[config.mk]
export PLATFORM = sky130hd
export DESIGN_NAME = rcb_cascade
export DESIGN_NICKNAME = d
export VERILOG_FILES = /design/src/rcb_pkg.sv /design/src/rcb_disp_scan.sv /design/src/rcb_cascade.sv
export VERILOG_INCLUDE_DIRS = /design/src
export SDC_FILE = /design/constraint.sdc
export NUM_CORES = 1
export LEC_CHECK = 0
export ABC_AREA = 1
export BUFFER_PORTS_ARGS = -buffer_cell sky130_fd_sc_hd__buf_2
export CAP_MARGIN = 0
export CORE_UTILIZATION = 54
export CTS_CLUSTER_SIZE = 10
export DETAILED_ROUTE_END_ITERATION = 10
export GPL_TIMING_DRIVEN = 0
export PLACE_DENSITY = 0.79
export SLEW_MARGIN = 20
export SYNTH_ARGS = -nofsm -noshare
export SYNTH_HDL_FRONTEND = slang
export SYNTH_HIERARCHICAL = 1
export SYNTH_SLANG_ARGS = --single-unit
[constraint.sdc]
create_clock -name CLOCK -period 2.25 [get_ports CLOCK]
set_input_delay 0.45 -clock CLOCK [delete_from_list [all_inputs] [get_ports CLOCK]]
set_output_delay 0.45 -clock CLOCK [all_outputs]
set_load 0.01 [all_outputs]
[src/rcb_defines.svh]
/*
 * Constants for the repeater cascade bus and configuration load block.
 * Assumes a 200 MHz block clock and 10 Mb/s bit times on the cascade bus.
 */
// Behaviour
// - Arbitration in/out pair works as daisy chain or through external arbiter.
// - Activity and any-collision lines are wired, driven and sensed at once.
// - Only one device drives packet enable, data, clock and collision at a time.
// - Each single-driver signal is driven or received, never both.
// - Split-pin variant uses separate drive and sense pins for wired lines.
// - Transceiver packet-enable output is drive enable and sense disable.
// - Processor pins are shared by config load, display refresh, register access.
// - Display refresh runs on its own, no processor needed.
// - Config-load input low holds timers, state machines and partition in reset.
// - Rising edge of config-load captures data and address pins into config.
// - Bypass bits D0, D1 select external or internal transceivers for ports 2-7.
// - Processor or simple logic reads and writes internal registers over shared pins.
// - Entering transmit collision holds any-collision asserted for 96 bit times.
// - Asserted collision-present makes the core send jam instead of buffered data.
`ifndef RCB_DEFINES_SVH
`define RCB_DEFINES_SVH

// ----------------------------------------------------------------
// timing
// ----------------------------------------------------------------
`define RCB_CLK_PERIOD_NS 5
`define RCB_BIT_TIME_NS 100
`define RCB_JAM_BITS 96
`define RCB_JAM_CYCLES ((`RCB_JAM_BITS * `RCB_BIT_TIME_NS + `RCB_CLK_PERIOD_NS - 1) / `RCB_CLK_PERIOD_NS)
`define RCB_HOLD_W 11
`define RCB_DISP_STEP_CYCLES 4

// ----------------------------------------------------------------
// configuration load
// ----------------------------------------------------------------
`define RCB_CFG_DATA_RST 8'h00
`define RCB_CFG_ADDR_RST 5'h00
`define RCB_BYP_LO_BIT 0
`define RCB_BYP_HI_BIT 1
`define RCB_BYP_ALL_EXT 2'h0
`define RCB_BYP_EXT_2_3 2'h1
`define RCB_BYP_EXT_2_5 2'h2
`define RCB_EXT_MASK_ALL 6'h3F
`define RCB_EXT_MASK_2_3 6'h03
`define RCB_EXT_MASK_2_5 6'h0F
`define RCB_EXT_MASK_NONE 6'h00

// ----------------------------------------------------------------
// register access over the shared pins
// ----------------------------------------------------------------
`define RCB_REG_PORT_DIS 5'h00
`define RCB_REG_STATUS 5'h01
`define RCB_PORT_DIS_RST 8'h00
`define RCB_SYNC_W 23
// load pin bit resets low: a high reset value would fake a config edge
`define RCB_SYNC_RST 23'h3FFFFF

`endif

[src/rcb_pkg.sv]
/*
 * Types for the repeater cascade bus block.
 * Assumes rcb_defines.svh holds all numeric constants.
 */
package rcb_pkg;

    // one bit per single-driver cascade signal
    typedef struct packed {
        logic en_n;
        logic data;
        logic clk;
        logic coll_n;
    } rcb_pkt_t;

    // requests from the repeater core, same clock
    typedef struct packed {
        logic arb_req;
        logic activity;
        logic drive_bus;
        logic pkt_en;
        logic data;
        logic clk;
        logic coll;
        logic tx_coll_enter;
        logic multi_coll;
    } rcb_core_t;

    // sensed cascade state for the core
    typedef struct packed {
        logic activity;
        logic any_coll;
        logic pkt_en;
        logic coll;
        logic bit_valid;
        logic bit_val;
    } rcb_bus_t;

    typedef enum logic [1:0] {
        RCB_DISP_IDLE = 2'b00,
        RCB_DISP_SETUP = 2'b01,
        RCB_DISP_STROBE = 2'b10,
        RCB_DISP_HOLD = 2'b11
    } rcb_disp_st_t;

endpackage : rcb_pkg

[src/rcb_disp_scan.sv]
/*
 * Autonomous LED refresh scanner: walks eight status bits out to an
 * addressable latch, one address and strobe per bit.
 * Assumes run drops whenever a processor access claims the shared pins.
 */
`timescale 1ns/100ps
`include "rcb_defines.svh"

module rcb_disp_scan #(
    parameter int STEP = `RCB_DISP_STEP_CYCLES
) (
    // clock and reset
    input wire logic clk,
    input wire logic rst_n,
    // control and data
    input wire logic run,
    input wire logic [7:0] status,
    // latch side
    output logic [2:0] idx,
    output logic led_bit,
    output logic strobe,
    output logic active
);
    import rcb_pkg::*;

    rcb_disp_st_t st_q, st_d;
    logic [2:0] idx_q, idx_d;
    logic [7:0] cnt_q, cnt_d;
    logic bit_q, bit_d;

    // ----------------------------------------------------------------
    // scan sequence
    // ----------------------------------------------------------------
    always_comb begin
        st_d = st_q;
        idx_d = idx_q;
        cnt_d = cnt_q;
        bit_d = bit_q;
        if (!run) begin
            // abort at once so the pins are free for the processor
            st_d = RCB_DISP_IDLE;
        end else begin
            case (st_q)
                RCB_DISP_IDLE: begin
                    st_d = RCB_DISP_SETUP;
                    cnt_d = 8'(STEP - 1);
                    bit_d = status[idx_q];
                end
                RCB_DISP_SETUP: begin
                    if (cnt_q == 8'h00) begin
                        st_d = RCB_DISP_STROBE;
                    end else begin
                        cnt_d = cnt_q - 8'h01;
                    end
                end
                RCB_DISP_STROBE: begin
                    st_d = RCB_DISP_HOLD;
                    cnt_d = 8'(STEP - 1);
                end
                default: begin
                    if (cnt_q == 8'h00) begin
                        st_d = RCB_DISP_IDLE;
                        idx_d = idx_q + 3'h1;
                    end else begin
                        cnt_d = cnt_q - 8'h01;
                    end
                end
            endcase
        end
    end

    always_ff @(posedge clk or negedge rst_n) begin
        if (!rst_n) begin
            st_q <= RCB_DISP_IDLE;
            idx_q <= 3'h0;
            cnt_q <= 8'h00;
            bit_q <= 1'b0;
        end else begin
            st_q <= st_d;
            idx_q <= idx_d;
            cnt_q <= cnt_d;
            bit_q <= bit_d;
        end
    end

    assign idx = idx_q;
    assign led_bit = bit_q;
    assign strobe = (st_q == RCB_DISP_STROBE);
    assign active = (st_q != RCB_DISP_IDLE);
endmodule : rcb_disp_scan

[src/rcb_cascade.sv]
/*
 * Cascade bus pin interface and power-up configuration load of a
 * multiport repeater, plus the shared processor/display pin multiplexer.
 * Assumes the repeater core sits on CLOCK and the far side is other
 * repeaters; every pin input is synchronised before use.
 */
`timescale 1ns/100ps
`include "rcb_defines.svh"

module rcb_cascade #(
    parameter bit SPLIT_PINS = 1'b0,
    parameter int JAM_CYCLES = `RCB_JAM_CYCLES
) (
    // clock and reset
    input wire logic CLOCK,
    input wire logic RST_N,
    // configuration load pin
    input wire logic CONFIG_LOAD_RESET_N,
    // shared processor and display pins
    input wire logic [7:0] DATA_I,
    output logic [7:0] DATA_O,
    output logic DATA_OE,
    input wire logic [4:0] ADDR_I,
    output logic [4:0] ADDR_O,
    output logic ADDR_OE,
    input wire logic CPU_RD_N,
    input wire logic CPU_WR_N,
    output logic DISP_STROBE,
    // arbitration chain
    input wire logic ARB_CHAIN_IN_N,
    output logic ARB_CHAIN_OUT_N,
    // wired cascade lines
    input wire logic CASCADE_ACTIVITY_N_I,
    output logic CASCADE_ACTIVITY_N_O,
    output logic CASCADE_ACTIVITY_N_OE,
    input wire logic ANY_TX_COLLISION_N_I,
    output logic ANY_TX_COLLISION_N_O,
    output logic ANY_TX_COLLISION_N_OE,
    // single-driver cascade lines
    input wire rcb_pkg::rcb_pkt_t CASCADE_PKT_I,
    output rcb_pkg::rcb_pkt_t CASCADE_PKT_O,
    output rcb_pkg::rcb_pkt_t CASCADE_PKT_OE,
    output logic XCVR_DRIVE_ENABLE,
    // repeater core side
    input wire rcb_pkg::rcb_core_t CORE_REQ,
    input wire logic [7:0] STATUS_LEDS,
    output logic CORE_RESET_N,
    output rcb_pkg::rcb_bus_t BUS_SENSE,
    output logic SEND_JAM,
    output logic ARB_GRANTED,
    output logic [7:0] CONFIG_DATA,
    output logic [4:0] CONFIG_ADDR,
    output logic [5:0] PORT_EXTERNAL,
    output logic [7:0] PORT_DISABLE
);
    import rcb_pkg::*;

    // ----------------------------------------------------------------
    // pin synchronisers
    // ----------------------------------------------------------------
    logic [`RCB_SYNC_W-1:0] s1_q, s2_q;

    always_ff @(posedge CLOCK or negedge RST_N) begin
        if (!RST_N) begin
            s1_q <= `RCB_SYNC_RST;
            s2_q <= `RCB_SYNC_RST;
        end else begin
            s1_q <= {CONFIG_LOAD_RESET_N, ARB_CHAIN_IN_N, CASCADE_ACTIVITY_N_I,
                     ANY_TX_COLLISION_N_I, CASCADE_PKT_I, CPU_RD_N, CPU_WR_N, DATA_I, ADDR_I};
            s2_q <= s1_q;
        end
    end

    logic load_s, arb_in_n_s, act_n_s, any_n_s, rd_n_s, wr_n_s;
    rcb_pkt_t pkt_s;
    logic [7:0] data_s;
    logic [4:0] addr_s;
    assign {load_s, arb_in_n_s, act_n_s, any_n_s, pkt_s, rd_n_s, wr_n_s, data_s, addr_s} = s2_q;

    // ----------------------------------------------------------------
    // state
    // ----------------------------------------------------------------
    logic load_prev_q, load_prev_d, run_q, run_d;
    logic [7:0] cfg_data_q, cfg_data_d;
    logic [4:0] cfg_addr_q, cfg_addr_d;
    logic [5:0] port_ext_q, port_ext_d;
    logic arb_out_q, arb_out_d, act_q, act_d, any_q, any_d;
    logic [`RCB_HOLD_W-1:0] hold_cnt_q, hold_cnt_d;
    localparam logic [`RCB_HOLD_W-1:0] JAM_LOAD = JAM_CYCLES[`RCB_HOLD_W-1:0];
    logic drive_q, drive_d, jam_q, jam_d, clk_prev_q, clk_prev_d;
    rcb_pkt_t pkt_o_q, pkt_o_d;
    rcb_bus_t bus_q, bus_d;
    logic rd_act_q, rd_act_d, wr_prev_q, wr_prev_d;
    logic [7:0] data_o_q, data_o_d, port_dis_q, port_dis_d;
    logic load_rise, disp_run, disp_active, disp_bit;
    logic [2:0] disp_idx;

    assign load_rise = load_s && !load_prev_q;
    // display owns the pins only while no processor strobe is seen
    assign disp_run = run_q && rd_n_s && wr_n_s && wr_prev_q;

    always_comb begin
        load_prev_d = load_s;
        run_d = load_s;
        cfg_data_d = cfg_data_q;
        cfg_addr_d = cfg_addr_q;
        port_ext_d = port_ext_q;
        if (load_rise) begin
            cfg_data_d = data_s;
            cfg_addr_d = addr_s;
            case ({data_s[`RCB_BYP_HI_BIT], data_s[`RCB_BYP_LO_BIT]})
                `RCB_BYP_ALL_EXT: port_ext_d = `RCB_EXT_MASK_ALL;
                `RCB_BYP_EXT_2_3: port_ext_d = `RCB_EXT_MASK_2_3;
                `RCB_BYP_EXT_2_5: port_ext_d = `RCB_EXT_MASK_2_5;
                default: port_ext_d = `RCB_EXT_MASK_NONE;
            endcase
        end
        // chain passes higher priority through, adds our own request
        arb_out_d = run_q && (!arb_in_n_s || CORE_REQ.arb_req);
        act_d = run_q && CORE_REQ.activity;
        if (!run_q) begin
            hold_cnt_d = '0;
        end else if (CORE_REQ.tx_coll_enter) begin
            hold_cnt_d = JAM_LOAD;
        end else if (hold_cnt_q != '0) begin
            hold_cnt_d = hold_cnt_q - `RCB_HOLD_W'(1);
        end else begin
            hold_cnt_d = hold_cnt_q;
        end
        any_d = run_q && (hold_cnt_d != '0 || CORE_REQ.multi_coll);
        // release the lines as soon as the load pin drops, not a cycle later
        drive_d = run_q && load_s && CORE_REQ.drive_bus;
        pkt_o_d.en_n = !CORE_REQ.pkt_en;
        pkt_o_d.data = CORE_REQ.data;
        pkt_o_d.clk = CORE_REQ.clk;
        pkt_o_d.coll_n = !CORE_REQ.coll;
        // sensed packet enable and collision are masked out of BUS_SENSE while we drive them ourselves; jam still uses sensed collision
        clk_prev_d = pkt_s.clk;
        bus_d.activity = !act_n_s;
        bus_d.any_coll = !any_n_s;
        bus_d.pkt_en = !drive_q && !pkt_s.en_n;
        bus_d.coll = !drive_q && !pkt_s.coll_n;
        bus_d.bit_valid = bus_d.pkt_en && pkt_s.clk && !clk_prev_q;
        bus_d.bit_val = pkt_s.data;
        jam_d = run_q && (!pkt_s.coll_n || (drive_q && CORE_REQ.coll));
        // register access: read drives data, write lands at strobe end
        rd_act_d = run_q && !rd_n_s;
        wr_prev_d = wr_n_s;
        if (addr_s == `RCB_REG_PORT_DIS) begin
            data_o_d = port_dis_q;
        end else if (addr_s == `RCB_REG_STATUS) begin
            data_o_d = STATUS_LEDS;
        end else begin
            data_o_d = 8'h00;
        end
        port_dis_d = port_dis_q;
        if (run_q && wr_n_s && !wr_prev_q && addr_s == `RCB_REG_PORT_DIS) begin
            port_dis_d = data_s;
        end
    end

    always_ff @(posedge CLOCK or negedge RST_N) begin
        if (!RST_N) begin
            load_prev_q <= 1'b0;
            run_q <= 1'b0;
            cfg_data_q <= `RCB_CFG_DATA_RST;
            cfg_addr_q <= `RCB_CFG_ADDR_RST;
            port_ext_q <= `RCB_EXT_MASK_ALL;
            arb_out_q <= 1'b0;
            act_q <= 1'b0;
            any_q <= 1'b0;
            hold_cnt_q <= '0;
            drive_q <= 1'b0;
            jam_q <= 1'b0;
            clk_prev_q <= 1'b1;
            pkt_o_q <= '1;
            bus_q <= '0;
            rd_act_q <= 1'b0;
            wr_prev_q <= 1'b1;
            data_o_q <= 8'h00;
            port_dis_q <= `RCB_PORT_DIS_RST;
        end else begin
            load_prev_q <= load_prev_d;
            run_q <= run_d;
            cfg_data_q <= cfg_data_d;
            cfg_addr_q <= cfg_addr_d;
            port_ext_q <= port_ext_d;
            arb_out_q <= arb_out_d;
            act_q <= act_d;
            any_q <= any_d;
            hold_cnt_q <= hold_cnt_d;
            drive_q <= drive_d;
            jam_q <= jam_d;
            clk_prev_q <= clk_prev_d;
            pkt_o_q <= pkt_o_d;
            bus_q <= bus_d;
            rd_act_q <= rd_act_d;
            wr_prev_q <= wr_prev_d;
            data_o_q <= data_o_d;
            port_dis_q <= port_dis_d;
        end
    end

    rcb_disp_scan #(.STEP(`RCB_DISP_STEP_CYCLES)) u_disp (
        .clk(CLOCK),
        .rst_n(RST_N),
        .run(disp_run),
        .status(STATUS_LEDS),
        .idx(disp_idx),
        .led_bit(disp_bit),
        .strobe(DISP_STROBE),
        .active(disp_active)
    );

    // ----------------------------------------------------------------
    // pin drive
    // ----------------------------------------------------------------
    // split variant drives a dedicated pin always; else open drain
    assign CASCADE_ACTIVITY_N_O = SPLIT_PINS ? !act_q : 1'b0;
    assign CASCADE_ACTIVITY_N_OE = SPLIT_PINS ? 1'b1 : act_q;
    assign ANY_TX_COLLISION_N_O = SPLIT_PINS ? !any_q : 1'b0;
    assign ANY_TX_COLLISION_N_OE = SPLIT_PINS ? 1'b1 : any_q;
    assign ARB_CHAIN_OUT_N = !arb_out_q;
    assign ARB_GRANTED = run_q && arb_in_n_s && CORE_REQ.arb_req;
    assign CASCADE_PKT_O = pkt_o_q;
    assign CASCADE_PKT_OE = {4{drive_q}};
    assign XCVR_DRIVE_ENABLE = drive_q;
    assign ADDR_OE = disp_active;
    assign ADDR_O = {2'b00, disp_idx};
    assign DATA_OE = rd_act_q || disp_active;
    assign DATA_O = rd_act_q ? data_o_q : {7'h00, disp_bit};
    assign CORE_RESET_N = run_q;
    assign BUS_SENSE = bus_q;
    assign SEND_JAM = jam_q || bus_q.any_coll;
    assign CONFIG_DATA = cfg_data_q;
    assign CONFIG_ADDR = cfg_addr_q;
    assign PORT_EXTERNAL = port_ext_q;
    assign PORT_DISABLE = port_dis_q;
endmodule : rcb_cascade

# ---- Yosys cells after proc, flatten, opt, wreduce, memory -nomap -nowiden
# Index checks and enable logic that the tools add are counted.
dict set report classes {
  n_mux 15
  order_cmp 1
  bitwise 1
  n_reduce_logical 52
  eq_ne 8
  n_addsub 3
}
# cell count
set ops {}
lappend ops {{$mux W8} 5}
lappend ops {{$mux W11} 3}
lappend ops {{$reduce_bool A11 Y1} 2}
lappend ops {{$logic_and A1 B1 Y1} 21}
lappend ops {{$pmux W6 S3} 1}
lappend ops {{$logic_not A1 Y1} 13}
lappend ops {{$sub A11 B1 Y11 const B} 1}
lappend ops {{$logic_not A8 Y1} 1}
lappend ops {{$sub A8 B1 Y8 const B} 1}
lappend ops {{$mux W2} 3}
lappend ops {{$pmux W2 S3} 1}
lappend ops {{$reduce_and A2 Y1} 3}
lappend ops {{$eq A5 B1 Y1 const B} 1}
lappend ops {{$logic_not A5 Y1} 1}
lappend ops {{$logic_or A1 B1 Y1} 5}
lappend ops {{$eq A2 B1 Y1 const B} 2}
lappend ops {{$eq A2 B2 Y1 const B} 2}
lappend ops {{$logic_not A2 Y1} 2}
lappend ops {{$lt A3 B4 Y1 const B} 1}
lappend ops {{$ne A4 B4 Y1 const B} 1}
lappend ops {{$add A3 B1 Y3 const B} 1}
lappend ops {{$bmux W1 S3} 1}
lappend ops {{$ne A3 B3 Y1 const B} 1}
lappend ops {{$reduce_and A3 Y1} 1}
lappend ops {{other kinds (6)} 6}
dict set report totals {
  output_inout_bits 66
  reg_bits 125
  in_bits 42
}

# ---- Longest topological paths before layout
# Gate-level depths: netlist of the first run.
dict set report depth {
  ltp_word 7
  ltp_mapped 12
  mapped_depth_nobuf 12
}

# ---- Hierarchy
# The synthesis of the first run kept the hierarchy.
# mod n_inst seq_area_each_um2 cells_each area_each_um2
set modules_own_cells {}
lappend modules_own_cells {rcb_cascade 1 2768.9 357 3931.3}
lappend modules_own_cells {rcb_disp_scan 1 350.3 129 1003.5}

# ---- Worst setup path before layout of the first run
# No wires, ideal clock.
dict set report synth_path {
  kind {register to register}
  startpoint {register hold_cnt_q[0]}
  endpoint {register any_q (netlist: ANY_TX_COLLISION_N_OE)}
  synth_period_minus_slack_ns 1.591
  setup_time_ns 0.120
  t_required_ns 2.130
  path_buffers 0
  path_slack_ns 0.659
  path_stages_with_launch 12
  arrival_ns 1.471
  path_cell_list {dfrtp_1 -> inv_1 -> ha_1 -> nand2_4 -> nor2_8 -> nand2_4 -> nand3_1 -> nand2_1 -> nor2_1 -> nand2_1 -> nor2_1 -> nor2_1}
}
dict set report synth_between {
  elab_chain_cells 7
}
# element line_no
set synth_rtl {}
lappend synth_rtl {{start: declaration} rcb_cascade.sv:88} ;# logic [`RCB_HOLD_W-1:0] hold_cnt_q, hold_cnt_d;
lappend synth_rtl {{start signal: assignment} rcb_cascade.sv:191} ;# hold_cnt_q <= hold_cnt_d;
lappend synth_rtl {{$sub A11 B1 Y11 or $reduce_bool A11 Y1 (tied branches)} {rcb_cascade.sv:126, rcb_cascade.sv:125}}
lappend synth_rtl {{$mux W11 *} rcb_cascade.sv:125} ;# end else if (hold_cnt_q != '0) begin
lappend synth_rtl {{$mux W11 *} rcb_cascade.sv:123} ;# end else if (CORE_REQ.tx_coll_enter) begin
lappend synth_rtl {{$mux W11 *} rcb_cascade.sv:121} ;# if (!run_q) begin
lappend synth_rtl {{$reduce_bool A11 Y1 *} rcb_cascade.sv:130} ;# any_d = run_q && (hold_cnt_d != '0 || CORE_REQ.multi_coll);
lappend synth_rtl {{$logic_or A1 B1 Y1 *} rcb_cascade.sv:130}
lappend synth_rtl {{$logic_and A1 B1 Y1 *} rcb_cascade.sv:130}
lappend synth_rtl {{net any_d} rcb_cascade.sv:87} ;# logic arb_out_q, arb_out_d, act_q, act_d, any_q, any_d;
lappend synth_rtl {{end signal: assignment} rcb_cascade.sv:190} ;# any_q <= any_d;
lappend synth_rtl {{end: declaration} rcb_cascade.sv:87}
# The timed path passes the listed nets; every way through them passes the cells marked *.
# A chain may end at the register's enable or synchronous reset.

# ---- Worst setup path in the final report of the first run
dict set report layout_path {
  startpoint {register u_disp.st_q[0]}
  endpoint {output port DATA_OE}
}
dict set report layout_between {
  elab_chain_cells 2
}
# element line_no
set layout_rtl {}
lappend layout_rtl {{start: declaration} rcb_disp_scan.sv:26} ;# rcb_disp_st_t st_q, st_d;
lappend layout_rtl {{start signal: assignment} rcb_disp_scan.sv:79} ;# st_q <= st_d;
lappend layout_rtl {{$reduce_bool A2 Y1} rcb_disp_scan.sv:89} ;# assign active = (st_q != RCB_DISP_IDLE);
lappend layout_rtl {{$logic_or A1 B1 Y1} rcb_cascade.sv:230} ;# assign DATA_OE = rd_act_q || disp_active;
lappend layout_rtl {{end: declaration} rcb_cascade.sv:22} ;# output logic DATA_OE,
# No other way between the ends.

==> results of run 1 <==
[worst min path at each step]
stage	to	slack, ns	depth (start not counted)
floorplan	ANY_TX_COLLISION_N_OE	0.15	0
global placement	s2_q[22]	0.33	0
detailed placement	s2_q[22]	0.34	0
CTS	CASCADE_PKT_O[1]	0.005	1
global route	CASCADE_PKT_O[1]	0.0005	1
finish	CASCADE_PKT_O[1]	0.03	1
[cell type report]
type | instances | area [µm²]
sequential | 122 | 3120
fill | 604 | 2510
multi-input combinational | 273 | 1430
timing repair buffer | 108 | 589
clock buffer | 18 | 418
inverter | 76 | 290
clock inverter | 14 | 148
tap | 108 | 135
buffer | 18 | 123
[cells in the mapped netlist (all sizes together) (2+ instances only)]
master,number
clkinv,2
nand2,114
nor2,52
o21ai,40
clkbuf,4
a21oi,5
ha,8
inv,74
xor2,5
dfrtp,69
buf,14
nand3,24
nand4,11
dfstp,53
or2,3
[sequential cells by signal (all words and copies together), names as in the netlist, 4 cells and up]
name           count
BUS_SENSE          6
CASCADE_PKT_O      4
CONFIG_ADDR        5
CONFIG_DATA        8
PORT_DISABLE       8
data_o_q           8
hold_cnt_q        11
s1_q              23
s2_q              23
u_disp/cnt_q       8
[kinds of logic (layout without fill, tap and decap cells)]
logic type | after synthesis | count (layout) | synth area share
AND/OR/NAND/NOR | 206 | 206 | 0.198
flip-flops | 122 | 122 | 0.632
buffers and inverters | 94 | 234 | 0.0832
AO/OA/AOI/OAI | 48 | 48 | 0.0515
adder cells (fa/ha/maj) | 8 | 8 | 0.0203
XOR/XNOR | 6 | 6 | 0.0122
other | 1 | 4 | 0.000760
multiplexers | 1 | 1 | 0.00228
[power breakdown]
part           internal, mW  total [mW]  switching [mW]  leakage (nW)
Clock                  1.51        2.58            1.07         0.278
Sequential             2.39        2.48          0.0969          1.45
Combinational         0.271       0.697           0.426          1.62
Total                  4.17        5.76            1.59          3.35
[layer usage]
layer  global-route usage  vias to the layer above
met1                0.272                     1730
met3               0.0763                       15
met5                    0                        -
li1                     -                     1755
met4               0.0633                        0
met2                0.375                      141
[worst max-delay path, cell delays in order (launching register included)]
cell and delay [ns]:
dfrtp_2 0.45, inv_4 0.09, ha_4 0.17, inv_1 0.06
or2_2 0.26, buf_2 0.14
[timing repair]
item                                    in CTS  in global routing
gates resized for setup                      2                  4
hold buffers                                 1                  3
endpoints found under the setup margin       1                  1
gates cloned                                 0                  0
hold endpoints to repair                    34                  3
[stage by stage]
step / power (mW) / cells
2_1_floorplan: 2.94 / 489
6_report: 5.76 / 737
3_3_place_gp: 3.16 / 700
4_1_cts: 5.80 / 734
3_5_place_dp: 3.20 / 701
5_1_grt: 5.99 / 737
[layout by cell type (no fill, tap or decap), types with 5 or more instances in the layout]
cell / count
buf_4: 11
a21oi_1: 5
o21ai_0: 29
ha_1: 7
nand3_1: 20
clkbuf_16: 16
nor2_2: 6
buf_2: 105
nand4_1: 11
inv_6: 7
inv_1: 68
o21ai_1: 9
dfstp_2: 53
nor2_1: 40
dfrtp_1: 68
nand2_1: 108
==> summary.txt, run 1 <==
Run status
  • Status: finished, final reports clean

GRT
  • Initial antenna violation count: 0
  • Gr usage total: 0.222
  • Congestion Overflow GR: 0
  • Largest net degree at the start of global routing: 89
  • Global-route wire length before repair: roughly 16000 µm
  • Number of global-route vias before repair: around 3600

Timing
  • Setup Skew: approximately 0.0078 ns
  • Hold WS: 0.0285 ns
  • Setup TNS: 0 ns
  • RSZ-0062 raised after global routing: no
  • Min Tclk post-route: 2.12 ns
  • Peak Freq: 471 MHz
  • Final hold viol count: 0
  • Final period util: 0.943
  • Slew Limit Fails: 0
  • Final setup vio count: 0
  • Final worst slack: approximately 0.13 ns

Setup path
  • Critical R2R Launch: hold_cnt_q[0]
  • Worst Path Max Fanout: 4
  • Crit path launch: u_disp/st_q[0]
  • End of the critical path: DATA_OE
  • Crit path required time: 1.80 ns
  • Setup CP Type: register to primary output
  • Worst Setup Start Kind: register
  • Crit path arrival time: roughly 1.7 ns
  • R2R depth: 11
  • Crit end category: primary output
  • FF-to-FF End: ANY_TX_COLLISION_N_OE
  • Worst R2R Setup Slack: about 0.36 ns

Clock network
  • Setup Fix Bufs, Post-CTS: 0
  • CTS tree: built
  • Root buf cell: clkbuf_8
  • CTS buffer count: 17
  • Clock Pin Slew Worst Setup and Hold Paths: about 0.060 ns
  • Clk_lat worst skew: between 0.5 and 0.6 ns
  • CTS sink cnt: 122
  • CTS H-tree lvls: 4
  • Clock Path Buffers: 2

Synthesis
  • Syn Area/Cell: roughly 10 µm²
  • Synth Flop Type: dfrtp_1
  • Cells after Synth: roughly 490
  • Post-synth top area cell: dfrtp_1
  • Post-synth top area share: 0.350
  • Number of synthesized register bits: roughly 120
  • Post-synth EDFFs: 0
  • YS warnings: 6
  • Top cells by area, synth: dfrtp_1 35%, dfstp_2 28%, nand2_1 8.2%
  • Post-synth ARST share: 1.00
  • Post-synthesis cell type count: 36
  • Post-Synthesis Cell Area: approximately 0.0049 mm²
  • Sequential-to-total area share from yosys stat: 0.632

Route
  • WL/cell: 13.1 µm
  • Drt pass-1 iters: 5
  • Residual DRC: 0
  • Met2 wire length: between 4000 and 5000 µm
  • Final antenna-violating net count: 0
  • Initial DRC Count: approximately 180
  • Vias: approximately 3600
  • WL met3: 636 µm
  • Top layer in use: met4
  • Final WL: just under 10000 µm
  • Metal-1 WL: between 3000 and 4000 µm
  • Vias/cell: between 4 and 5

Flow run
  • MaxCap Viol Count: 0

Finish
  • # diodes: 0
  • Share of cells above drive strength 1: 0.382
  • Layout Utilization: 0.713
  • Final #Nets: about 670
  • Area delta synth->final: 26.7%
  • Cell area after layout: between 0.006 and 0.007 mm²

Placement
  • DP Area: approximately 0.0056 mm²
  • Buffers on Ports: between 100 and 150
  • Final GP Congestion: around 0.91
  • Place WS: approximately 0.40 ns
  • Final HPWL from detailed placement: 6680 µm

Die
  • Die X: 97.6 µm
  • Die height: roughly 98 µm
  • FP Rows: 34
  • Die ar.: 0.00952 mm²
  • Starting density of the core: 0.563
  • IO Pins: 108
  • Core Region: between 0.008 and 0.009 mm²

Worst hold path
  • Min-delay src: CORE_REQ[3]
  • Hold crit path type: input pin to register

Power
  • Static leakage: 3.35 nW
  • PwrDens: ~920 mW/mm²
  • Maximum ir drop on the vdd rail: 627 µV
No activity file was read; power rests on OpenSTA's default activity.
==> inputs of run 2 (changes only) <==
--- a/config.mk
+++ b/config.mk
@@ -9,13 +9,13 @@
 export ABC_AREA = 1
 export BUFFER_PORTS_ARGS = -buffer_cell sky130_fd_sc_hd__buf_2
 export CAP_MARGIN = 0
-export CORE_UTILIZATION = 54
+export CORE_UTILIZATION = 53
+export CTS_CLUSTER_DIAMETER = 50
 export CTS_CLUSTER_SIZE = 10
 export DETAILED_ROUTE_END_ITERATION = 10
 export GPL_TIMING_DRIVEN = 0
-export PLACE_DENSITY = 0.79
+export PLACE_DENSITY = 0.78
 export SLEW_MARGIN = 20
 export SYNTH_ARGS = -nofsm -noshare
 export SYNTH_HDL_FRONTEND = slang
-export SYNTH_HIERARCHICAL = 1
 export SYNTH_SLANG_ARGS = --single-unit
==> run 2 against run 1 <==
Synthesized area shrank 3.4%. Combinational power is 4.6% lower. Flip-flop and latch count unchanged. Critical path type unchanged. Largest cell class unchanged. Via count is 4.8% lower.
==> summary.txt, run 2 <==
Power
  • Power, Total: 5.72 mW (was 5.76 mW)
  • Static leakage: 3.20 nW (was 3.35 nW)
  • Maximum ir drop on the vdd rail: 689 µV (was 627 µV)
  • PwrDens: 948 mW/mm² (was 921 mW/mm²)

Synthesis
  • Commonest cells in the synthesized netlist: 81 x nand2_1, 69 x dfrtp_1, 67 x inv_1 (was 108 x nand2_1, 70 x inv_1, 69 x dfrtp_1)
  • Post-Synthesis Cell Area: 0.00476 mm² (was 0.00493 mm²)
  • Most frequent cell after synthesis: nand2_1 (unchanged)
  • Sequential-to-total area share from yosys stat: 0.655 (was 0.632)
  • Synth Flop Type: dfrtp_1 (unchanged)
  • Cells after Synth: 448 (was 486)
  • Post-synth ARST share: 1.00 (unchanged)
  • Number of synthesized register bits: 122 (unchanged)
  • YS warnings: 0 (was 6)
  • Post-synth EDFFs: 0 (unchanged)
  • Top cells by area, synth: dfrtp_1 36%, dfstp_2 29%, nand2_1 6.4% (was dfrtp_1 35%, dfstp_2 28%, nand2_1 8.2%)
  • Post-synth top area cell: dfrtp_1 (unchanged)
  • Post-synth top area share: 0.362 (was 0.350)
  • Syn Area/Cell: 10.6 µm² (was 10.2 µm²)
  • Post-synthesis cell type count: 39 (was 36)

Finish
  • Cell area after layout: 0.00603 mm² (was 0.00625 mm²)
  • Layout fillers: 599 (was 604)
  • Area delta synth->final: 26.7% (about the same)
  • # diodes: 0 (unchanged)
  • Largest regs: s1_q: 23 flops, s2_q: 23 flops, hold_cnt_q: 11 flops (unchanged)
  • Final #Nets: 625 (was 666)
  • Final Non-Filler Cells: 696 (was 737)
  • Layout Utilization: 0.692 (was 0.713)
  • Multi-input logic area: 0.00127 mm² (was 0.00143 mm²)
  • Commonest cells after routing, fill and taps aside: 102 x buf_2, 81 x nand2_1, 69 x dfrtp_1 (was 108 x nand2_1, 105 x buf_2, 68 x dfrtp_1, 68 x inv_1, 53 x dfstp_2)
  • Most common cell after layout, fill and taps aside: buf_2 (was nand2_1)
  • Share of cells above drive strength 1: 0.379 (was 0.382)
  • Reg area: 0.00312 mm² (about the same)

Clock network
  • CTS buffer count: 17 (unchanged)
  • CTS tree: built (unchanged)
  • Clock Pin Slew Worst Setup and Hold Paths: 0.06 ns (about the same)
  • CTS sink cnt: 122 (unchanged)
  • Root buf cell: clkbuf_8 (unchanged)
  • Clock Path Buffers: 2 (unchanged)
  • CTS H-tree lvls: 4 (unchanged)
  • Clk_lat worst skew: 0.50 ns (was 0.51 ns)
  • Setup Fix Bufs, Post-CTS: 0 (unchanged)

Timing
  • Final setup vio count: 0 (unchanged)
  • Final period util: 0.923 (was 0.943)
  • Slew Limit Fails: 0 (unchanged)
  • Setup TNS: 0 ns (unchanged)
  • Peak Freq: 481 MHz (was 471 MHz)
  • RSZ-0062 raised after global routing: no (unchanged)
  • Min Tclk post-route: 2.08 ns (was 2.12 ns)
  • Hold WS: 0.0332 ns (was 0.0285 ns)
  • Final worst slack: 0.173 ns (was 0.128 ns)
  • Setup Skew: 0.00625 ns (was 0.00776 ns)
  • Final hold viol count: 0 (unchanged)

Placement
  • Placed cells: 663 (was 701)
  • Final GP Congestion: 0.882 (was 0.912)
  • Final HPWL from detailed placement: 6630 µm (was 6680 µm)
  • Place WS: 0.443 ns (was 0.397 ns)
  • Buffers on Ports: 103 (unchanged)
  • DP Area: 0.00546 mm² (was 0.00563 mm²)

Route
  • WL/cell: 13.9 µm (was 13.1 µm)
  • Drt pass-1 iters: 4 (was 5)
  • Final antenna-violating net count: 0 (unchanged)
  • Vias: 3467 (was 3641)
  • Vias/cell: 4.98 (was 4.94)
  • Initial DRC Count: 174 (was 183)
  • Final WL: 9640 µm (was 9680 µm)
  • Residual DRC: 0 (unchanged)

GRT
  • GR peak layer: met2 (unchanged)
  • Met3 Use GR: 0.0614 (was 0.0763)
  • Gr usage total: 0.218 (was 0.222)
  • Number of global-route vias before repair: 3560 (was 3622)
  • Met2 usage: 0.371 (was 0.375)
  • Initial antenna violation count: 0 (unchanged)
  • Congestion Overflow GR: 0 (unchanged)
  • Global-route wire length before repair: 16000 µm (was 16400 µm)
  • M1 GR Usage: 0.259 (was 0.272)
  • Largest net degree at the start of global routing: 76 (was 89)

Setup path
  • Worst Setup Start Kind: register (unchanged)
  • Setup CP Type: register to primary output (unchanged)
  • CP max stage cell: dfrtp_1 (was dfrtp_2)
  • Worst Path Max Fanout: 5 (was 4)
  • Critical path cell sequence: inv_1, ha_1, nand2_1, buf_2 (was inv_4, ha_4, inv_1, or2_2, buf_2)
  • Critical R2R Launch: u_disp.st_q[0] (was hold_cnt_q[0])
  • Crit path required time: 1.80 ns (about the same)
  • Worst R2R Setup Slack: 0.40 ns (was 0.36 ns)
  • R2R depth: 7 (was 11)
  • Crit end category: primary output (unchanged)
  • Crit path arrival time: 1.63 ns (was 1.67 ns)
  • Crit path largest cell delay: 0.40 ns (was 0.45 ns)
  • FF-to-FF End: u_disp.cnt_q[4] (was ANY_TX_COLLISION_N_OE)

Die
  • IO Pins: 108 (unchanged)
  • Die height: 96.8 µm (was 97.6 µm)
  • Starting density of the core: 0.546 (was 0.563)
  • Die ar.: 0.00937 mm² (was 0.00952 mm²)
  • FP Rows: 34 (unchanged)
  • Core Region: 0.00872 mm² (was 0.00876 mm²)
  • Die X: 96.8 µm (was 97.6 µm)

Run status
  • Status: finished, final reports clean (unchanged)

Worst hold path
  • Min-Delay Endpoint: s1_q[20] (was CASCADE_PKT_O[1])
  • Min-delay src: CASCADE_ACTIVITY_N_I (was CORE_REQ[3])
  • WHS Path Cells: 1 (unchanged)
  • Hold crit path type: input pin to register (unchanged)

Flow run
  • MaxCap Viol Count: 0 (unchanged)
-- run 2: layout make-up --
class / instances / area share
Inverter: 73 / 0.0458
Buffer: 16 / 0.0174
Multi-Input combinational cell: 240 / 0.211
Tap cell: 108 / 0.0224
Sequential cell: 122 / 0.517
Timing Repair Buffer: 105 / 0.0927
Clock inverter: 13 / 0.0220
Clock buffer: 19 / 0.0715
-- run 2: logic make-up (layout without fill, tap and decap cells) --
kind of cell             Yosys count  in the layout  share of synthesized area
AND/OR/NAND/NOR                  163            163                      0.161
other                              1              4                   0.000787
multiplexers                       1              1                    0.00236
flip-flops                       122            122                      0.655
buffers and inverters             89            226                     0.0801
AO/OA/AOI/OAI                     58             58                     0.0688
XOR/XNOR                           6              6                     0.0110
adder cells (fa/ha/maj)            8              8                     0.0210
-- run 2: worst max-delay path: cells and delay by family, from the launching register on --
family,cells,cell delay [ns]
adders and majority gates,1,0.33
buffers and inverters,2,0.29
and+or+nand+nor,1,0.11
DFF,1,0.40
-- run 2: report_power, final --
part	switching, mW	internal [mW]	leakage, nW
clock	1.03	1.53	0.281
combinational	0.413	0.253	1.47
sequential	0.102	2.40	1.45
total	1.54	4.18	3.20
-- run 2: how the worst max path moves through the flow --
stage,start,endpoint,slack [ns]
floorplan,u_disp.st_q[0],u_disp.cnt_q[4],0.72
global placement,RST_N,hold_cnt_q[9],-0.61
detailed placement,u_disp.st_q[0],u_disp.cnt_q[4],0.44
CTS,u_disp.st_q[0],DATA_OE,0.14
global route,u_disp.st_q[0],DATA_OE,0.07
finish,u_disp.st_q[0],DATA_OE,0.17
-- run 2: repair_timing --
item	in CTS	in global routing
gates resized for setup	0	0
hold buffers	1	0
hold endpoints to repair	37	0
-- run 2: layer usage --
metal	up-vias	wire length, µm
met2	108	5160
li1	1648	-
met4	0	119
met3	12	428
met1	1699	3930
met5	-	0
==> inputs of run 3 (changes only) <==
--- a/config.mk
+++ b/config.mk
@@ -6,7 +6,6 @@
 export SDC_FILE = /design/constraint.sdc
 export NUM_CORES = 1
 export LEC_CHECK = 0
-export ABC_AREA = 1
 export BUFFER_PORTS_ARGS = -buffer_cell sky130_fd_sc_hd__buf_2
 export CAP_MARGIN = 0
 export CORE_UTILIZATION = 53
@@ -14,7 +13,7 @@
 export CTS_CLUSTER_SIZE = 10
 export DETAILED_ROUTE_END_ITERATION = 10
 export GPL_TIMING_DRIVEN = 0
-export PLACE_DENSITY = 0.78
+export PLACE_DENSITY = 0.79
 export SLEW_MARGIN = 20
 export SYNTH_ARGS = -nofsm -noshare
 export SYNTH_HDL_FRONTEND = slang
==> run 3 against run 2 <==
Synthesized area fell by 1.5%. Utilization rose by 2.1 points. Worst setup slack got worse by 0.14 ns.
==> summary.txt, run 3 <==
Run status
  • Status: finished, final reports clean (unchanged)

Finish
  • Largest regs: s1_q: 23 flops, s2_q: 23 flops, hold_cnt_q: 11 flops (unchanged)
  • Layout fillers: 577 (was 599)
  • Final #Nets: 517 (was 625)
  • Most common cell after layout, fill and taps aside: buf_2 (unchanged)
  • # diodes: 0 (unchanged)
  • Final Non-Filler Cells: 585 (was 696)
  • Share of cells above drive strength 1: 0.525 (was 0.379)
  • Commonest cells after routing, fill and taps aside: 104 x buf_2, 67 x dfrtp_1, 53 x dfstp_2 (was 102 x buf_2, 81 x nand2_1, 69 x dfrtp_1)
  • Area delta synth->final: 27.3% (was 26.7%)
  • Layout Utilization: 0.713 (was 0.692)

Synthesis
  • Post-synth top area share: 0.368 (was 0.362)
  • YS warnings: 0 (unchanged)
  • Most frequent cell after synthesis: dfrtp_1 (was nand2_1)
  • Top cells by area, synth: dfrtp_1 37%, dfstp_2 30%, mux2_2 5.5% (was dfrtp_1 36%, dfstp_2 29%, nand2_1 6.4%)
  • Synth Flop Type: dfrtp_1 (unchanged)
  • Post-synth top area cell: dfrtp_1 (unchanged)
  • Syn Area/Cell: 13.7 µm² (was 10.6 µm²)
  • Post-synth ARST share: 1.00 (unchanged)
  • Post-synth EDFFs: 0 (unchanged)
  • Post-synthesis cell type count: 58 (was 39)
  • Number of synthesized register bits: 122 (unchanged)
  • Post-Synthesis Cell Area: 0.00469 mm² (was 0.00476 mm²)
  • Sequential-to-total area share from yosys stat: 0.665 (was 0.655)
  • Commonest cells in the synthesized netlist: 69 x dfrtp_1, 53 x dfstp_2, 34 x nor2_1 (was 81 x nand2_1, 69 x dfrtp_1, 67 x inv_1)
  • Cells after Synth: 343 (was 448)

Route
  • Vias: 3037 (was 3467)
  • Initial DRC Count: 140 (was 174)
  • Vias/cell: 5.19 (was 4.98)
  • Final antenna-violating net count: 0 (unchanged)
  • Final WL: 9060 µm (was 9640 µm)
  • Residual DRC: 0 (unchanged)
  • Drt pass-1 iters: 6 (was 4)
  • WL/cell: 15.5 µm (was 13.9 µm)

Clock network
  • CTS buffer count: 17 (unchanged)
  • CTS H-tree lvls: 4 (unchanged)
  • CTS sink cnt: 122 (unchanged)
  • Clock Path Buffers: 2 (unchanged)
  • Clk_lat worst skew: 0.51 ns (was 0.50 ns)
  • Root buf cell: clkbuf_8 (unchanged)
  • Clock Pin Slew Worst Setup and Hold Paths: 0.06 ns (about the same)
  • CTS tree: built (unchanged)

Timing
  • Slew Limit Fails: 0 (unchanged)
  • RSZ-0062 raised after global routing: yes (was no)
  • Actual slew at the worst max-slew pin: 0.722 ns
  • Final setup vio count: 0 (unchanged)
  • Min Tclk post-route: 2.22 ns (was 2.08 ns)
  • Final period util: 0.985 (was 0.923)
  • Final worst slack: 0.0347 ns (was 0.173 ns)
  • Setup Skew: 0.00729 ns (was 0.00625 ns)
  • Peak Freq: 451 MHz (was 481 MHz)
  • Hold WS: 0.0367 ns (was 0.0332 ns)
  • Slew margin rel.: 0.513
  • Final hold viol count: 0 (unchanged)

Die
  • Die ar.: 0.00923 mm² (was 0.00937 mm²)
  • Die X: 96.1 µm (was 96.8 µm)
  • Core Region: 0.00838 mm² (was 0.00872 mm²)
  • IO Pins: 108 (unchanged)
  • FP Rows: 33 (was 34)
  • Starting density of the core: 0.560 (was 0.546)
  • Die height: 96.1 µm (was 96.8 µm)

Setup path
  • CP max stage cell: nor4_2 (was dfrtp_1)
  • Crit path required time: 2.62 ns (was 1.80 ns)
  • Critical path cell sequence: buf_6, nor4_2, a2111oi_2, a311o_1, a2111oi_2, a31oi_1 (was inv_1, ha_1, nand2_1, buf_2)
  • Setup CP Type: register to register (was register to primary output)
  • Worst Setup Start Kind: register (unchanged)
  • CP dominant cell by count: a2111oi_2
  • Worst Path Max Fanout: 9 (was 5)
  • Crit path largest cell delay: 0.52 ns (was 0.40 ns)
  • Crit path buf inv count: 1 (was 2)
  • Crit path arrival time: 2.59 ns (was 1.63 ns)
  • Top delay family on crit path: compound AO/OA/AOI/OAI gates (was flip-flops)
  • Crit end category: register (was primary output)

GRT
  • Global-route wire length before repair: 14400 µm (was 16000 µm)
  • Initial antenna violation count: 0 (unchanged)
  • Largest net degree at the start of global routing: 63 (was 76)
  • Gr usage total: 0.215 (was 0.218)
  • Congestion Overflow GR: 0 (unchanged)
  • Number of global-route vias before repair: 3082 (was 3560)

Worst hold path
  • Hold crit path type: input pin to register (unchanged)

Placement
  • Final GP Congestion: 0.847 (was 0.882)
  • Placed cells: 555 (was 663)
  • Buffers on Ports: 103 (unchanged)
  • Final HPWL from detailed placement: 5910 µm (was 6630 µm)
  • Place WS: -0.163 ns (was 0.443 ns)

Power
  • Static leakage: 2.91 nW (was 3.20 nW)
  • Maximum ir drop on the vdd rail: 663 µV (was 689 µV)
  • Power, Total: 5.56 mW (was 5.72 mW)
  • PwrDens: 931 mW/mm² (was 948 mW/mm²)

Flow run
  • MaxCap Viol Count: 0 (unchanged)
## run 3: changes by cell type after synthesis, moves of 5 or more
cell,before,now
nand2_1,81,9
inv_1,67,16
o21ai_0,34,4
mux2_2,1,23
nand3_1,18,4
mux2i_1,0,12
and2_1,0,8
xor2_1,2,8
or4_1,0,5
## run 3: cell type report
class | count | area (µm²) | share of cell area
inverter | 17 | 63.8 | 0.0107
sequential | 122 | 3120 | 0.523
clock buffer | 18 | 418 | 0.0700
clock inverter | 14 | 114 | 0.0191
multi-input combinational | 186 | 1440 | 0.241
timing repair buffer | 107 | 574 | 0.0961
tap | 105 | 131 | 0.0220
buffer | 16 | 111 | 0.0186
## run 3: power breakdown
group / internal, mW / leakage (nW) / switching (mW)
Combinational: 0.310 / 1.21 / 0.358
Sequential: 2.40 / 1.43 / 0.117
Clock: 1.37 / 0.263 / 0.995
Total: 4.09 / 2.91 / 1.47
## run 3: final timing paths
kind                               start  slack, ns  cells past startpoint               endpoint
min in group asynchronous          RST_N       0.47                      2          hold_cnt_q[2]
max reg2reg                hold_cnt_q[4]       0.03                      6  ANY_TX_COLLISION_N_OE
min                            DATA_I[1]       0.04                      1                s1_q[6]
min reg2reg                     s1_q[22]       0.35                      0               s2_q[22]
max in group asynchronous          RST_N       1.06                      3               s2_q[12]
max                        hold_cnt_q[4]       0.03                      6  ANY_TX_COLLISION_N_OE
## run 3: routing by layer
metal | up-vias | global-route usage | wire length, µm | share of wire
met5 | - | 0 | 0 | 0
li1 | 1415 | - | - | -
met1 | 1499 | 0.273 | 3730 | 0.41
met4 | 0 | 0.0821 | 131 | 0.014
met2 | 108 | 0.340 | 4660 | 0.51
met3 | 15 | 0.0750 | 544 | 0.060
## run 3: per-stage QoR
stage                     setup TNS [ns]  cell area, µm²
after floorplan                        0            4700
after global placement            -41.44            5350
after detailed placement          -0.174            5380
after CTS                              0            5950
after global routing              -0.129            5970
final                                  0            5970
## run 3: cell families after synthesis
family                   share of synthesized area
other                                     0.000799
adder cells (fa/ha/maj)                     0.0213
buffers and inverters                       0.0416
multiplexers                                0.0928
AND/OR/NAND/NOR                              0.100
XOR/XNOR                                    0.0187
flip-flops                                   0.665
AO/OA/AOI/OAI                               0.0595
## run 3: what timing repair did
item	4_1_cts	5_1_grt
buffers inserted	1	1
endpoints found under the setup margin	6	8
resized for setup	7	10
hold buffers	1	0
endpoints found under the hold margin	26	0
pin swaps	3	4
